===== src/core/servo_io_pkg.sv =====
// Purpose: shared types and constants for the servo host i/o block
// Assumes: one 10 MHz core clock, synchronous active-high reset
// Notes: no software registers; configuration arrives on ports
package servo_io_pkg;
  localparam int CLK_HZ = 10_000_000;
  localparam int ERR_W = 16;
  localparam int REV_W = 16;
  localparam int PIN_N = 7;
  localparam int POUT_N = 3;
  localparam int SER_BIT_NS = 1000;
  localparam int SER_BIT_CYC =
    (SER_BIT_NS * (CLK_HZ / 1_000_000) + 999) / 1000;
  localparam logic [ERR_W-1:0] ERR_RST = 16'h0000;
  localparam logic [2:0] ALARM_NONE = 3'h0;

  typedef enum logic [1:0] {
    FMT_SIGN_PULSE = 2'b00,
    FMT_CCW_CW = 2'b01,
    FMT_QUAD = 2'b10
  } ref_fmt_t;

  // input function codes
  typedef enum logic [2:0] {
    FN_NONE = 3'b000,
    FN_SERVO_ON = 3'b001,
    FN_ALARM_RESET = 3'b010,
    FN_FWD_LIMIT = 3'b011,
    FN_REV_LIMIT = 3'b100,
    FN_INHIBIT = 3'b101
  } in_fn_t;

  // output function codes
  typedef enum logic [1:0] {
    OFN_READY = 2'b00,
    OFN_IN_POS = 2'b01,
    OFN_SERVO_ON = 2'b10,
    OFN_WARN = 2'b11
  } out_fn_t;

  typedef struct packed {
    logic phase_a;
    logic phase_a_n;
    logic phase_b;
    logic phase_b_n;
    logic origin;
    logic origin_n;
  } enc_out_t;
endpackage


===== src/core/rev_serial_tx.sv =====
// Purpose: serial transmitter of the revolution count
// Assumes: start is a one-cycle pulse; ignored while busy
// Notes: idle high, one start bit low, lsb first, one stop bit high
`timescale 1ns/10ps
module rev_serial_tx #(
  parameter int W = 16,
  parameter int BIT_CYC = 10
) (
  // clock and reset
  input wire logic i_core_clk,
  input wire logic i_sys_rst,
  // request
  input wire logic i_start,
  input wire logic [W-1:0] i_data,
  // line
  output logic o_line,
  output logic o_busy
);
  initial begin
    // counters are 8 and 16 bits wide
    if (BIT_CYC < 1 || BIT_CYC > 65536 || W < 1 || W > 253)
      $error("rev_serial_tx bad parameters");
  end
  logic [W+1:0] sh_q, sh_d;
  logic [15:0] cyc_q, cyc_d;
  logic [7:0] left_q, left_d;
  always_comb begin
    sh_d = sh_q;
    cyc_d = cyc_q;
    left_d = left_q;
    if (left_q == 8'h00) begin
      if (i_start) begin
        sh_d = {1'b1, i_data, 1'b0};
        left_d = 8'(W + 2);
        cyc_d = 16'(BIT_CYC - 1);
      end
    end else if (cyc_q == 16'h0000) begin
      sh_d = {1'b1, sh_q[W+1:1]};
      left_d = left_q - 8'h01;
      cyc_d = 16'(BIT_CYC - 1);
    end else begin
      cyc_d = cyc_q - 16'h0001;
    end
  end
  always_ff @(posedge i_core_clk) begin
    if (i_sys_rst) begin
      sh_q <= '1;
      cyc_q <= 16'h0000;
      left_q <= 8'h00;
    end else begin
      sh_q <= sh_d;
      cyc_q <= cyc_d;
      left_q <= left_d;
    end
  end
  assign o_line = (left_q == 8'h00) ? 1'b1 : sh_q[0];
  assign o_busy = (left_q != 8'h00);
endmodule // rev_serial_tx


===== src/core/servo_host_io.sv =====
// Purpose: pulse reference decode, alarm and encoder outputs
// Assumes: all pins synchronous to i_core_clk, one step per edge
// Notes: outputs registered; encoder complements in own flops, serial complement inverts the same flop
//
// Summary of operation
// - clear input zeroes error counter in position
// - alarm output off while an error exists
// - alarm cause shown as three-bit code
// - encoder steps re-emitted as quadrature with origin
// - absolute encoder revolution count sent serially
// - programmable pins act per configured function
`timescale 1ns/10ps
module servo_host_io
  import servo_io_pkg::*;
#(
  parameter int ERR_WIDTH = servo_io_pkg::ERR_W,
  parameter int REV_WIDTH = servo_io_pkg::REV_W
) (
  // clock and reset
  input wire logic i_core_clk,
  input wire logic i_sys_rst,
  // position reference from host
  input wire servo_io_pkg::ref_fmt_t i_ref_fmt,
  input wire logic i_ref_pulse_in,
  input wire logic i_ref_sign_in,
  input wire logic i_position_mode,
  input wire logic i_err_counter_clear_in,
  input wire logic i_fb_step,
  input wire logic i_fb_dir,
  // alarm source
  input wire logic i_fault,
  input wire logic [2:0] i_fault_code,
  // encoder side
  input wire logic i_enc_step,
  input wire logic i_enc_dir,
  input wire logic i_enc_index,
  input wire logic i_abs_fitted,
  input wire logic [REV_WIDTH-1:0] i_rev_count,
  input wire logic i_initial_data_request_in,
  // programmable i/o
  input wire logic [servo_io_pkg::PIN_N-1:0] i_prog_in,
  input wire servo_io_pkg::in_fn_t [servo_io_pkg::PIN_N-1:0] i_in_fn,
  input wire servo_io_pkg::out_fn_t [servo_io_pkg::POUT_N-1:0] i_out_fn,
  // outputs
  output logic signed [ERR_WIDTH-1:0] o_err_count,
  output logic o_servo_alarm_out,
  output logic [2:0] o_alarm_code,
  output servo_io_pkg::enc_out_t o_enc,
  output logic o_enc_out_rev_serial,
  output logic o_enc_out_rev_serial_n,
  output logic [servo_io_pkg::POUT_N-1:0] o_prog_out,
  output logic o_servo_on,
  output logic o_alarm_reset,
  output logic o_fwd_limit,
  output logic o_rev_limit,
  output logic o_ref_inhibit
);
  import servo_io_pkg::*;
  initial begin
    if (ERR_WIDTH < 2 || REV_WIDTH < 1) $error("servo_host_io widths");
  end

  // reference decode state
  logic pa_q, pa_d, pb_q, pb_d;
  logic signed [ERR_WIDTH-1:0] err_q, err_d;
  logic signed [1:0] ref_step;
  // programmable input functions
  logic [PIN_N-1:0] fn_on [6];
  logic servo_on_d, alm_rst_d, fwd_d, rev_d, inh_d;

  // per-pin function decode
  // one driver per bit, so no process shares a variable
  genvar g;
  generate
    for (g = 0; g < PIN_N; g++) begin : g_pin
      for (genvar f = 0; f < 6; f++) begin : g_fn
        assign fn_on[f][g] = i_prog_in[g] && (i_in_fn[g] == in_fn_t'(f));
      end
    end
  endgenerate
  always_comb begin
    servo_on_d = |fn_on[FN_SERVO_ON];
    alm_rst_d = |fn_on[FN_ALARM_RESET];
    fwd_d = |fn_on[FN_FWD_LIMIT];
    rev_d = |fn_on[FN_REV_LIMIT];
    inh_d = |fn_on[FN_INHIBIT];
  end

  always_comb begin
    pa_d = i_ref_pulse_in;
    pb_d = i_ref_sign_in;
    ref_step = 2'sd0;
    unique case (i_ref_fmt)
      FMT_SIGN_PULSE: begin
        if (i_ref_pulse_in && !pa_q) ref_step = i_ref_sign_in ? -2'sd1 : 2'sd1;
      end
      FMT_CCW_CW: begin
        if (i_ref_pulse_in && !pa_q && !(i_ref_sign_in && !pb_q)) ref_step = 2'sd1;
        else if (i_ref_sign_in && !pb_q && !(i_ref_pulse_in && !pa_q))
          ref_step = -2'sd1;
      end
      FMT_QUAD: begin
        if ((i_ref_pulse_in ^ pa_q) && !(i_ref_sign_in ^ pb_q))
          ref_step = (i_ref_pulse_in ^ i_ref_sign_in) ? 2'sd1 : -2'sd1;
        else if ((i_ref_sign_in ^ pb_q) && !(i_ref_pulse_in ^ pa_q))
          ref_step = (i_ref_pulse_in ^ i_ref_sign_in) ? -2'sd1 : 2'sd1;
      end
      default: ref_step = 2'sd0;
    endcase
    if (inh_d) ref_step = 2'sd0;
  end

  always_comb begin
    err_d = err_q + ERR_WIDTH'(ref_step)
          - (i_fb_step ? (i_fb_dir ? -ERR_WIDTH'(1) : ERR_WIDTH'(1))
                       : ERR_WIDTH'(0));
    if (i_position_mode && i_err_counter_clear_in) err_d = ERR_RST;
  end
  always_ff @(posedge i_core_clk) begin
    if (i_sys_rst) begin
      pa_q <= 1'b0;
      pb_q <= 1'b0;
      err_q <= ERR_RST;
    end else begin
      pa_q <= pa_d;
      pb_q <= pb_d;
      err_q <= err_d;
    end
  end
  assign o_err_count = err_q;

  // alarm and encoder output state
  logic alarm_d, alarm_q;
  logic [2:0] code_d, code_q;
  logic [1:0] qph_d, qph_q;
  logic org_d, org_q;
  enc_out_t enc_d, enc_q;
  always_comb begin
    alarm_d = !i_fault;
    code_d = i_fault ? i_fault_code : ALARM_NONE;
    // gray walk 00,01,11,10 per encoder step
    qph_d = qph_q;
    if (i_enc_step) qph_d = i_enc_dir ? qph_q - 2'h1 : qph_q + 2'h1;
    org_d = i_enc_index;
    enc_d.phase_a = qph_d[1] ^ qph_d[0];
    enc_d.phase_b = qph_d[1];
    enc_d.origin = org_d;
    enc_d.phase_a_n = !enc_d.phase_a;
    enc_d.phase_b_n = !enc_d.phase_b;
    enc_d.origin_n = !org_d;
  end
  always_ff @(posedge i_core_clk) begin
    if (i_sys_rst) begin
      alarm_q <= 1'b0;
      code_q <= ALARM_NONE;
      qph_q <= 2'h0;
      org_q <= 1'b0;
      enc_q <= '{1'b0, 1'b1, 1'b0, 1'b1, 1'b0, 1'b1};
    end else begin
      alarm_q <= alarm_d;
      code_q <= code_d;
      qph_q <= qph_d;
      org_q <= org_d;
      enc_q <= enc_d;
    end
  end
  assign o_servo_alarm_out = alarm_q;
  assign o_alarm_code = code_q;
  assign o_enc = enc_q;

  // revolution count sent on request when absolute
  logic req_q, req_d, ser_q, ser_busy, ser_start;
  always_comb begin
    req_d = i_initial_data_request_in;
    ser_start = i_abs_fitted && i_initial_data_request_in && !req_q;
  end
  rev_serial_tx #(.W(REV_WIDTH), .BIT_CYC(SER_BIT_CYC)) u_tx (
    .i_core_clk(i_core_clk),
    .i_sys_rst(i_sys_rst),
    .i_start(ser_start),
    .i_data(i_rev_count),
    .o_line(ser_q),
    .o_busy(ser_busy)
  );

  // programmable outputs and decoded functions
  logic [POUT_N-1:0] pout_d, pout_q;
  logic [4:0] fn_q;
  generate
    for (g = 0; g < POUT_N; g++) begin : g_out
      assign pout_d[g] =
        (i_out_fn[g] == OFN_READY) ? !i_fault :
        (i_out_fn[g] == OFN_IN_POS) ? (err_q == ERR_RST) :
        (i_out_fn[g] == OFN_SERVO_ON) ? servo_on_d : ser_busy;
    end
  endgenerate
  logic ser_out_q;
  always_ff @(posedge i_core_clk) begin
    if (i_sys_rst) begin
      req_q <= 1'b0;
      pout_q <= '0;
      fn_q <= 5'h00;
      ser_out_q <= 1'b1;
    end else begin
      req_q <= req_d;
      pout_q <= pout_d;
      fn_q <= {servo_on_d, alm_rst_d, fwd_d, rev_d, inh_d};
      ser_out_q <= ser_q;
    end
  end
  assign o_prog_out = pout_q;
  assign {o_servo_on, o_alarm_reset, o_fwd_limit, o_rev_limit,
          o_ref_inhibit} = fn_q;
  assign o_enc_out_rev_serial = ser_out_q;
  assign o_enc_out_rev_serial_n = !ser_out_q;
endmodule // servo_host_io


===== config.mk =====
export PLATFORM = sky130hd
export DESIGN_NAME = servo_host_io
export DESIGN_NICKNAME = d
export VERILOG_FILES = /design/src/core/servo_io_pkg.sv /design/src/core/rev_serial_tx.sv /design/src/core/servo_host_io.sv
export SDC_FILE = /design/constraint.sdc
export NUM_CORES = 1
export LEC_CHECK = 0
export BUFFER_PORTS_ARGS = -buffer_cell sky130_fd_sc_hd__buf_2
export CORE_ASPECT_RATIO = 1.75
export CORE_MARGIN = 2
export CORE_UTILIZATION = 50
export DETAILED_ROUTE_END_ITERATION = 8
export PLACE_DENSITY = 0.88
export SYNTH_ARGS = -nofsm -noshare
export SYNTH_HDL_FRONTEND = slang
export SYNTH_SLANG_ARGS = --single-unit

===== constraint.sdc =====
create_clock -name i_core_clk -period 4.2 [get_ports i_core_clk]
set_input_delay 0.63 -clock i_core_clk [delete_from_list [all_inputs] [get_ports i_core_clk]]
set_output_delay 0.63 -clock i_core_clk [all_outputs]
set_load 0.02 [all_outputs]

==> run_results.csv, run 1 <==
group,metric,value,unit
timing,tns,0,ns
flow_run,cap_violations,0,
cts,cts.sinks,80,
finish,fillers,861,
routing,post-route-drc-count,0,
cts,htreeDepth,3,
setup_path,r2r-start,"pa_q",
placement,placed_area,0.005628,mm²
setup_path,crit_path_start,"i_ref_sign_in",
synth,synth-main-ff-cell,"dfxtp_1",
synth,ys_async_sr_fraction,0,%
setup_path,critPathTopFamily,"adder cells",
worst_hold_path,min_to,"o_enc_out_rev_serial",
setup_path,r2r-end,"o_err_count[12]",
die,core-area,0.009729,mm²
finish,fin_nets,801,
status,status,"completed",
die,ioPinCount,105,
synth,ys_seq_area_share,32.43,%
cts,cts.reportedPaths.clkPinSlew,0.06,ns
grt,grt_pass1_vias,4639,
cts,cts_tree,"yes",
cts,cts_buffer_depth,2,
timing,timing.fmax,252.7,MHz
grt,overflow,0,
setup_path,crit_chain,"buf_2 > ha_1 > ha_1 > nor4bb_1 > mux2i_1 > a211o_2 > fa_1 > fa_1 > nor2b_1 > o2111ai_1 > a31oi_1 > buf_4 > nand2_1 > a31oi_1 > mux2i_1",
setup_path,arrival,4.22,ns
synth,synth_edf_count,0,
synth,ys_types,62,
worst_hold_path,holdCritPathClass,"flop to flop",
finish,layout_common_cells,"buf_2 (104), dfxtp_1 (80), nor2_1 (71)",
synth,avgSynthCellArea,8.544,µm²
finish,final_area,0.005977,mm²
finish,drive_above_1_share,22.09,%
routing,highest_layer,"met4",
timing,relSlewSlack,34.71,%
setup_path,reg2reg_slack,0.33,ns
placement,dp_cells,805,
die,fp.dieH,135.5,µm
routing,wl_per_cell,15.12,µm
timing,hold_viol,0,
routing,met3WireLength,619,µm
routing,drt_first_pass_iters,5,
worst_hold_path,hold_start,"u_tx.sh_q[0]",
placement,hpwl,9481,µm
placement,place_congestion,0.8919,
routing,wl_met2,6701,µm
routing,drtIter0Drc,186,
timing,timing.final.crit_share,94.22,%
setup_path,cp-start-kind,"primary input",
timing,final-max-slew-violation-count,0,
setup_path,path_max_fanout,7,
routing,num_vias,4680,
routing,viasPerCell,5.693,
synth,synthCells,578,
finish,syn2layout_area_growth,21.03,%
die,num_rows,48,
synth,synth_seq_cells,80,
power,power_leakage,0.002910,µW
setup_path,crit_path_top_delay_cell,"fa_1",
finish,diodes,0,
die,initial_utilization,50.76,%
worst_hold_path,holdPathStages,1,
setup_path,end_kind,"flop",
setup_path,r2r_cells,16,
power,power_density,676.9,mW/mm²
routing,drt-met1-wl,4752,µm
synth,synth_warnings,0,
routing,drt-total-wl,12430,µm
timing,rsz0062_at_grt,"false",
grt,grt_use_total,23.22,%
cts,clkLatencyLatePin,0.33,ns
setup_path,slowest_delay,0.50,ns
placement,numPortBuffers,104,
power,ir_drop,0.3914,mV
cts,cts_buffers,9,
setup_path,path_class,"primary input to flop",
timing,worst_pin_slew,0.9794,ns
grt,grt_first_pass_wirelength,20050,µm
routing,ant_nets,0,
timing,fin_skew,0.006375,ns
die,die_w,79.13,µm
cts,cts_hold_buf,0,
finish,mostFrequentLayoutCell,"buf_2",
synth,synth_area,0.004938,mm²
timing,finalHoldWorstSlack,0.4531,ns
setup_path,worstPathRequired,4.46,ns
setup_path,cp_num_buf_inv,2,
grt,grt_max_degree,58,
synth,synth_nets,687,
timing,fin_crit,3.957,ns
grt,antenna_found_initial,0,
cts,root_buffer,"clkbuf_16",
finish,final_cells,822,
die,die-area,0.01072,mm²
timing,final-setup-viol-count,0,
report_power, final:
group / switching, µW / total (µW) / leakage (µW) / internal (µW)
logic: 1310 / 2200 / 0.00209 / 888
clock network: 289 / 814 / 0.000159 / 524
registers: 121 / 1030 / 0.000658 / 912
total: 1720 / 4050 / 0.00291 / 2320
cell usage after synthesis (3+ instances only):
library cell | n | area share (%)
buf_2 | 5 | 0.51
nand3_1 | 5 | 0.51
clkbuf_1 | 6 | 0.46
xnor2_1 | 13 | 2.3
and2_1 | 5 | 0.63
a21o_1 | 8 | 1.2
dfxtp_1 | 80 | 32
nand4_1 | 3 | 0.38
nor2_1 | 71 | 5.4
nand2_1 | 53 | 4.0
nor4_1 | 11 | 1.4
o311ai_0 | 3 | 0.53
fa_1 | 15 | 6.1
buf_6 | 4 | 0.91
inv_1 | 61 | 4.6
a31oi_1 | 11 | 1.4
and3_1 | 17 | 2.2
or4_1 | 4 | 0.61
a21oi_1 | 26 | 2.6
o21ai_0 | 12 | 1.2
ha_1 | 25 | 6.3
o211ai_1 | 3 | 0.46
nor2b_1 | 8 | 1.0
nand4b_1 | 13 | 2.3
nor3_1 | 11 | 1.1
mux4_2 | 3 | 1.4
a311oi_1 | 3 | 0.53
or3_1 | 4 | 0.51
nor3b_1 | 4 | 0.61
nor4bb_1 | 15 | 3.0
xor2_1 | 12 | 2.1
nand2b_1 | 6 | 0.76
o21bai_1 | 17 | 2.6
a211oi_1 | 4 | 0.61
stage by stage:
stage / power (µW) / utilization (%) / worst slack, ns
finish: 4046 / 61.43 / 0.2429
global route: 4345 / 61.43 / 0.006901
CTS: 4027 / 61.12 / 0.07859
detailed placement: 3185 / 57.84 / -0.1977
global placement: 3077 / 57.84 / -0.01796
floorplan: 2633 / - / 0.07707
registers in the layout (all words and copies together), names as in the netlist:
register              flops
u_tx.sh_q                17
o_err_count              16
u_tx.cyc_q               16
u_tx.left_q               8
fn_q                      5
o_enc                     5
o_alarm_code              3
o_prog_out                3
qph_q                     2
o_enc_out_rev_serial      1
o_servo_alarm_out         1
pa_q                      1
pb_q                      1
req_q                     1
timing repair:
item / in CTS / in global routing
gates resized for setup: 0 / 4
buffers inserted: 0 / 1
hold endpoints to repair: 0 / 0
endpoints found under the setup margin: 0 / 5
routing by layer:
layer  vias to the layer above  GRT usage [%]
li1                       2249              -
met1                      2232          24.28
met2                       167          44.40
met3                        32          3.933
met4                         0          9.866
met5                         -              0
final cells by class:
| cell class | count | area, µm² | share of cell area [%] |
|---|---|---|---|
| multi-input combinational | 419 | 3023 | 50.58 |
| sequential | 80 | 1602 | 26.80 |
| timing repair buffer | 121 | 648.1 | 10.84 |
| clock buffer | 14 | 284.0 | 4.752 |
| inverter | 61 | 229.0 | 3.831 |
| tap | 125 | 156.4 | 2.617 |
| clock inverter | 2 | 35.03 | 0.5861 |
how the worst max path moves through the flow:
stage                      end  slack [ns]  cells past startpoint
2_1_floorplan  o_err_count[12]        0.08                     13
3_3_place_gp   o_err_count[13]       -0.02                     15
3_5_place_dp   o_err_count[13]       -0.20                     15
4_1_cts        o_err_count[13]        0.08                     15
5_1_grt        o_err_count[13]       0.007                     15
6_report       o_err_count[12]        0.24                     15
cell families after synthesis:
family | synth area share, %
buffers and inverters | 6.815
AOI/OAI and AO/OA | 14.77
muxes | 1.773
xor gates and xnor gates | 4.434
and+or+nand+nor | 27.36
adders and majority gates | 12.41
DFF | 32.43
Power figures use the tool's default switching activity.
==> run 2, diff against run 1 <==
Settings changed: SYNTH_HIERARCHICAL set to 1.
==> run 2 against run 1 <==
First-iteration DRC count rose by 96%. Global-route usage increased by 2.3 points. Area after synthesis is 2.4% higher. Count of clock-buffer cells in the layout fell by 3. Clock power down 10%. Die area grew 2.3%. Critical path depth unchanged. Cell area up 1.1%. Via count rose by 4.1%. Critical path type unchanged. Highest routed layer unchanged.
==> run_results.csv, run 2 <==
group,metric,value,unit
status,status,"completed",
timing,fin_skew,0.008750,ns
timing,worst_pin_slew,1.084,ns
timing,hold_viol,0,
cts,cts_tree,"yes",
synth,synth_nets,697,
grt,overflow,0,
cts,clkLatencyLatePin,0.35,ns
finish,regMostFlops,"u_tx/sh_q",
setup_path,path_max_fanout,15,
setup_path,arrival,4.13,ns
timing,setup_slack,0.3332,ns
placement,dp_slack,0.05089,ns
cts,ctsResizeCount,0,
finish,drive_above_1_share,24.46,%
synth,synth_warnings,6,
grt,grt_use_total,25.55,%
synth,ys_seq_area_share,31.67,%
timing,final-max-slew-violation-count,0,
cts,cts.sinks,80,
setup_path,worstPathRequired,4.47,ns
power,ir_drop,0.5712,mV
timing,tns,0,ns
cts,cts_buffer_depth,2,
power,power_density,838.5,mW/mm²
placement,placed_area,0.005764,mm²
cts,root_buffer,"clkbuf_16",
setup_path,path_class,"primary input to flop",
die,ioPinCount,105,
die,die-area,0.01097,mm²
setup_path,r2r_cells,16,
worst_hold_path,holdCritPathClass,"flop to flop",
synth,yosys.area.top_type_share,31.67,%
die,core-area,0.009849,mm²
cts,cts_hold_buf,0,
synth,synth_seq_cells,80,
finish,syn2layout_area_growth,19.47,%
grt,grt_pass1_vias,4939,
synth,synth-main-ff-cell,"dfxtp_1",
finish,largest_register_ffs,17,
synth,yosysMostFrequentCell,"dfxtp_1",
worst_hold_path,holdPathStages,2,
finish,layout_common_cells,"buf_2 (104), dfxtp_1 (80), inv_1 (69)",
synth,synthCells,590,
cts,cts_buffers,9,
routing,drtIter0Drc,364,
die,die_w,80.03,µm
routing,wl_per_cell,16.38,µm
timing,timing.final.crit_share,92.07,%
finish,final_area,0.006042,mm²
placement,numPortBuffers,104,
placement,place_congestion,0.9473,
grt,antenna_found_initial,1,
setup_path,reg2reg_slack,0.37,ns
finish,final_cells,825,
synth,synth.top_cells.by_count,"dfxtp_1 (80), inv_1 (70), nor2_1 (50)",
grt,grt_max_degree,42,
synth,ys_async_sr_fraction,0,%
routing,drt_first_pass_iters,5,
die,fp.dieH,137.0,µm
timing,timing.fmax,258.6,MHz
cts,cts.reportedPaths.clkPinSlew,0.06,ns
timing,rsz0062_at_grt,"false",
die,initial_utilization,51.35,%
cts,htreeDepth,3,
synth,yosysTopAreaCell,"dfxtp_1",
power,power_leakage,0.002641,µW
routing,post-route-drc-count,0,
routing,ant_nets,0,
placement,dp_cells,808,
die,num_rows,48,
placement,hpwl,10140,µm
timing,final-setup-viol-count,0,
synth,synth_area,0.005057,mm²
synth,avgSynthCellArea,8.572,µm²
grt,grt_first_pass_wirelength,21940,µm
timing,relSlewSlack,27.64,%
synth,ys_top_cells_by_area,"dfxtp_1 (32%), fa_1 (5.9%), ha_1 (5.7%)",
timing,fin_crit,3.867,ns
synth,synth_edf_count,0,
finish,fin_nets,801,
routing,drt-total-wl,13510,µm
setup_path,cp-start-kind,"primary input",
finish,mostFrequentLayoutCell,"buf_2",
setup_path,end_kind,"flop",
power,total_power,5066,µW
flow_run,cap_violations,0,
synth,ys_types,72,
cts,postCtsSetupBuffers,0,
routing,viasPerCell,5.903,
routing,num_vias,4870,
[run 2: cell count changes in the layout (fill, tap and decap cells not counted), sizes merged, moves of 7 or more]
cell,before,now
o21bai,17,3
mux2,0,15
or3,5,12
nor2,72,50
inv,61,70
and3,17,1
nand2,53,28
xor2,12,3
o21ai,12,27
o21a,0,8
nor4bb,15,8
a21oi,26,47
nor4,12,25
nor3,13,20
[run 2: metrics by stage]
step | hold slack [ns] | util, %
floorplan | 0.4307 | -
global placement | 0.4407 | 58.52
detailed placement | 0.4515 | 58.52
CTS | 0.4694 | 61.32
global route | 0.4851 | 61.34
finish | 0.4687 | 61.34
[run 2: worst paths after layout]
kind / from / to
setup reg to reg: pa_q / o_err_count[12]
hold / removal: u_tx/sh_q[0] / u_tx/sh_q[0]
setup / recovery: i_ref_sign_in / o_err_count[12]
hold reg to reg: u_tx/sh_q[0] / u_tx/sh_q[0]
[run 2: power breakdown]
| group | switching, µW | internal, µW |
|---|---|---|
| sequential | 184 | 1000 |
| clock | 319 | 414 |
| combinational | 1890 | 1260 |
| total | 2390 | 2680 |
[run 2: kinds of logic after synthesis]
logic type               synth area share (%)
AND/OR/NAND/NOR                         24.74
AO/OA/AOI/OAI                           17.79
buffers and inverters                   7.224
flip-flops                              31.67
adder cells (fa/ha/maj)                 11.63
multiplexers                            4.874
XOR/XNOR                                2.078
[run 2: metal layers]
metal,vias to the layer above,routed length (µm),global-route usage [%]
li1,2328,-,-
met1,2345,4877,24.74
met2,155,7460,48.94
met3,42,656,5.013
met4,0,517,13.94
met5,-,0,0
[run 2: area by class of cell]
| cell class | count | area [µm²] |
|---|---|---|
| antenna | 1 | 2.502 |
| clock buffer | 11 | 242.7 |
| clock inverter | 5 | 32.53 |
| fill | 862 | 3807 |
| inverter | 70 | 262.8 |
| multi-input combinational | 417 | 3120 |
| sequential | 80 | 1602 |
| tap | 125 | 156.4 |
| timing repair buffer | 116 | 623.1 |
[run 2: critical path, cell delays in order]
cell      delay (ns)
buf_2           0.13
ha_1            0.32
ha_1            0.20
and4bb_1        0.31
o311ai_4        0.12
buf_12          0.20
fa_1            0.57
inv_2           0.05
ha_4            0.22
nor2b_4         0.13
o31a_1          0.34
o31ai_2         0.32
a31oi_1         0.16
o21a_1          0.23
nor3_1          0.20
==> run 3, diff against run 2 <==
Settings changed: CORE_UTILIZATION 50 to 60, PLACE_DENSITY 0.88 to 0.95, RECOVER_POWER set to 25, SKIP_CTS_REPAIR_TIMING set to 1.
Clock period 4.2 ns to 4.85 ns, I/O delays scaled along.
==> run 3 against run 2 <==
The flow now finishes with violations (max-capacitance violations, max-slew violations). Sequential share of layout area up 0.46 points. Total power decreased by 13%. Combinational power is 16% lower. Core utilization up 11 points. Count of clock-buffer cells in the layout is the same. Worst hold slack worse by 0.011 ns. Clock power up 1%. Global-route usage up 3.3 points.
==> run_results.csv, run 3 (synthesized netlist as in run 2, its figures left out) <==
group,metric,value,unit
setup_path,critPathTopFamily,"compound AO/OA/AOI/OAI gates",
cts,cts_tree,"yes",
cts,cts.reportedPaths.clkPinSlew,0.06,ns
timing,timing.fmax,243.6,MHz
grt,grt_pass1_vias,4860,
placement,numPortBuffers,104,
die,initial_utilization,61.24,%
cts,root_buffer,"clkbuf_16",
cts,clkLatencyLatePin,0.35,ns
grt,grt_use_total,28.82,%
finish,layout_common_cells,"buf_2 (89), dfxtp_1 (80), inv_1 (70)",
setup_path,end_kind,"flop",
setup_path,slowest_delay,0.47,ns
finish,drive_above_1_share,20.92,%
status,status,"complete, but fails checks",
setup_path,cp-start-kind,"primary input",
timing,worst_pin_slew,3.111,ns
cts,htreeDepth,3,
grt,grt_first_pass_wirelength,21070,µm
finish,finish.utilization,71.91,%
flow_run,cap_violations,1,
routing,ant_nets,0,
finish,diodes,0,
finish,fin_nets,795,
setup_path,path_common_cell,"ha_1",
cts,cts.sinks,80,
placement,dp_cells,769,
finish,regArea,0.001602,mm²
placement,hpwl,9634,µm
finish,mostFrequentLayoutCell,"buf_2",
grt,grt_max_degree,77,
power,ir_drop,0.4389,mV
grt,overflow,0,
setup_path,worstPathRequired,5.11,ns
timing,fin_crit,4.104,ns
routing,viasPerCell,6.191,
setup_path,arrival,4.37,ns
worst_hold_path,hold_start,"u_tx/sh_q[0]",
power,power_density,744.4,mW/mm²
setup_path,crit_path_top_delay_cell,"fa_1",
finish,final_cells,785,
routing,post-route-drc-count,0,
setup_path,crit_path_start,"i_ref_pulse_in",
timing,fin_skew,0.006643,ns
timing,final-setup-viol-count,0,
timing,relSlewSlack,-107.4,%
routing,drtIter0Drc,489,
setup_path,crit_chain,"buf_2 > ha_1 > inv_1 > ha_1 > and4bb_1 > o311ai_4 > buf_4 > fa_1 > inv_1 > ha_1 > nor2b_4 > o31a_1 > o31ai_2 > a31oi_1 > o21a_1 > nor3_1",
cts,cts_buffers,9,
power,power_leakage,0.002577,µW
finish,syn2layout_area_growth,17.42,%
timing,final-max-slew-violation-count,77,
die,fp.dieH,125.5,µm
cts,cts_buffer_depth,2,
timing,rsz0062_at_grt,"false",
routing,num_vias,4860,
setup_path,path_class,"primary input to flop",
timing,hold_viol,0,
finish,largest_register_ffs,17,
routing,wl_per_cell,16.41,µm
die,core-area,0.008258,mm²
finish,regMostFlops,"u_tx/sh_q",
finish,multi_input_area,0.003093,mm²
setup_path,cp_num_buf_inv,4,
die,num_rows,44,
die,ioPinCount,105,
status,violations,"max-capacitance violations, max-slew violations",
worst_hold_path,holdCritPathClass,"flop to flop",
setup_path,r2r-start,"pa_q",
timing,timing.final.crit_share,84.63,%
placement,place_congestion,0.9118,
grt,antenna_found_initial,0,
finish,fillers,590,
routing,drt-total-wl,12880,µm
routing,drt_first_pass_iters,5,
setup_path,path_max_fanout,14,
timing,tns,0,ns
die,die_w,73.40,µm
die,die-area,0.009208,mm²
## run 3: cell types whose count changed in the layout (fill, tap and decap cells not counted), moves of 2 or more
cell,previous run,this run
clkbuf_1,1,17
buf_2,104,89
buf_4,11,5
bufinv_16,0,2
ha_1,21,23
ha_4,2,0
## run 3: stage by stage
stage	setup WS, ns	cell area, µm²	hold WS (ns)	power, µW
2_1_floorplan	0.3894	5057	0.4307	3041
3_3_place_gp	0.5717	5638	0.4404	3507
3_5_place_dp	0.4574	5638	0.4486	3627
4_1_cts	0.7724	5961	0.4547	4374
5_1_grt	0.4991	5938	0.4977	4707
6_report	0.7456	5938	0.4572	4420
## run 3: layout make-up
cell class                 instances  share of cell area [%]
multi-input combinational        417                   52.09
sequential                        80                   26.97
timing repair buffer             110                   9.145
inverter                          70                   4.425
clock buffer                      11                   4.088
tap                               92                   1.938
clock inverter                     5                   1.349
## run 3: worst min-delay path, delay by kind of cell (launching register included)
| kind | cells | cell delay [ns] |
|---|---|---|
| AOI/OAI and AO/OA | 1 | 0.06 |
| DFF | 1 | 0.30 |
| and+or+nand+nor | 1 | 0.05 |
## run 3: routing by layer
metal | part of all wire (%) | GRT usage, %
met1 | 36 | 29.24
met2 | 54 | 52.73
met3 | 4.4 | 3.626
met4 | 5.3 | 18.40
met5 | 0 | 0
## run 3: path summary, 6_finish.rpt
kind	end	slack, ns	cells after the start
worst max-delay path	o_err_count[12]	0.75	16
worst max register to register	o_err_count[12]	0.91	16
worst min register to register	u_tx/sh_q[0]	0.46	2
worst min-delay path	u_tx/sh_q[0]	0.46	2
## run 3: report_power, final
group	switching (µW)	internal (µW)	total (µW)	leakage (µW)
Sequential	161	868	1030	0.000659
Clock	276	464	740	0.000152
Combinational	1620	1030	2650	0.00177
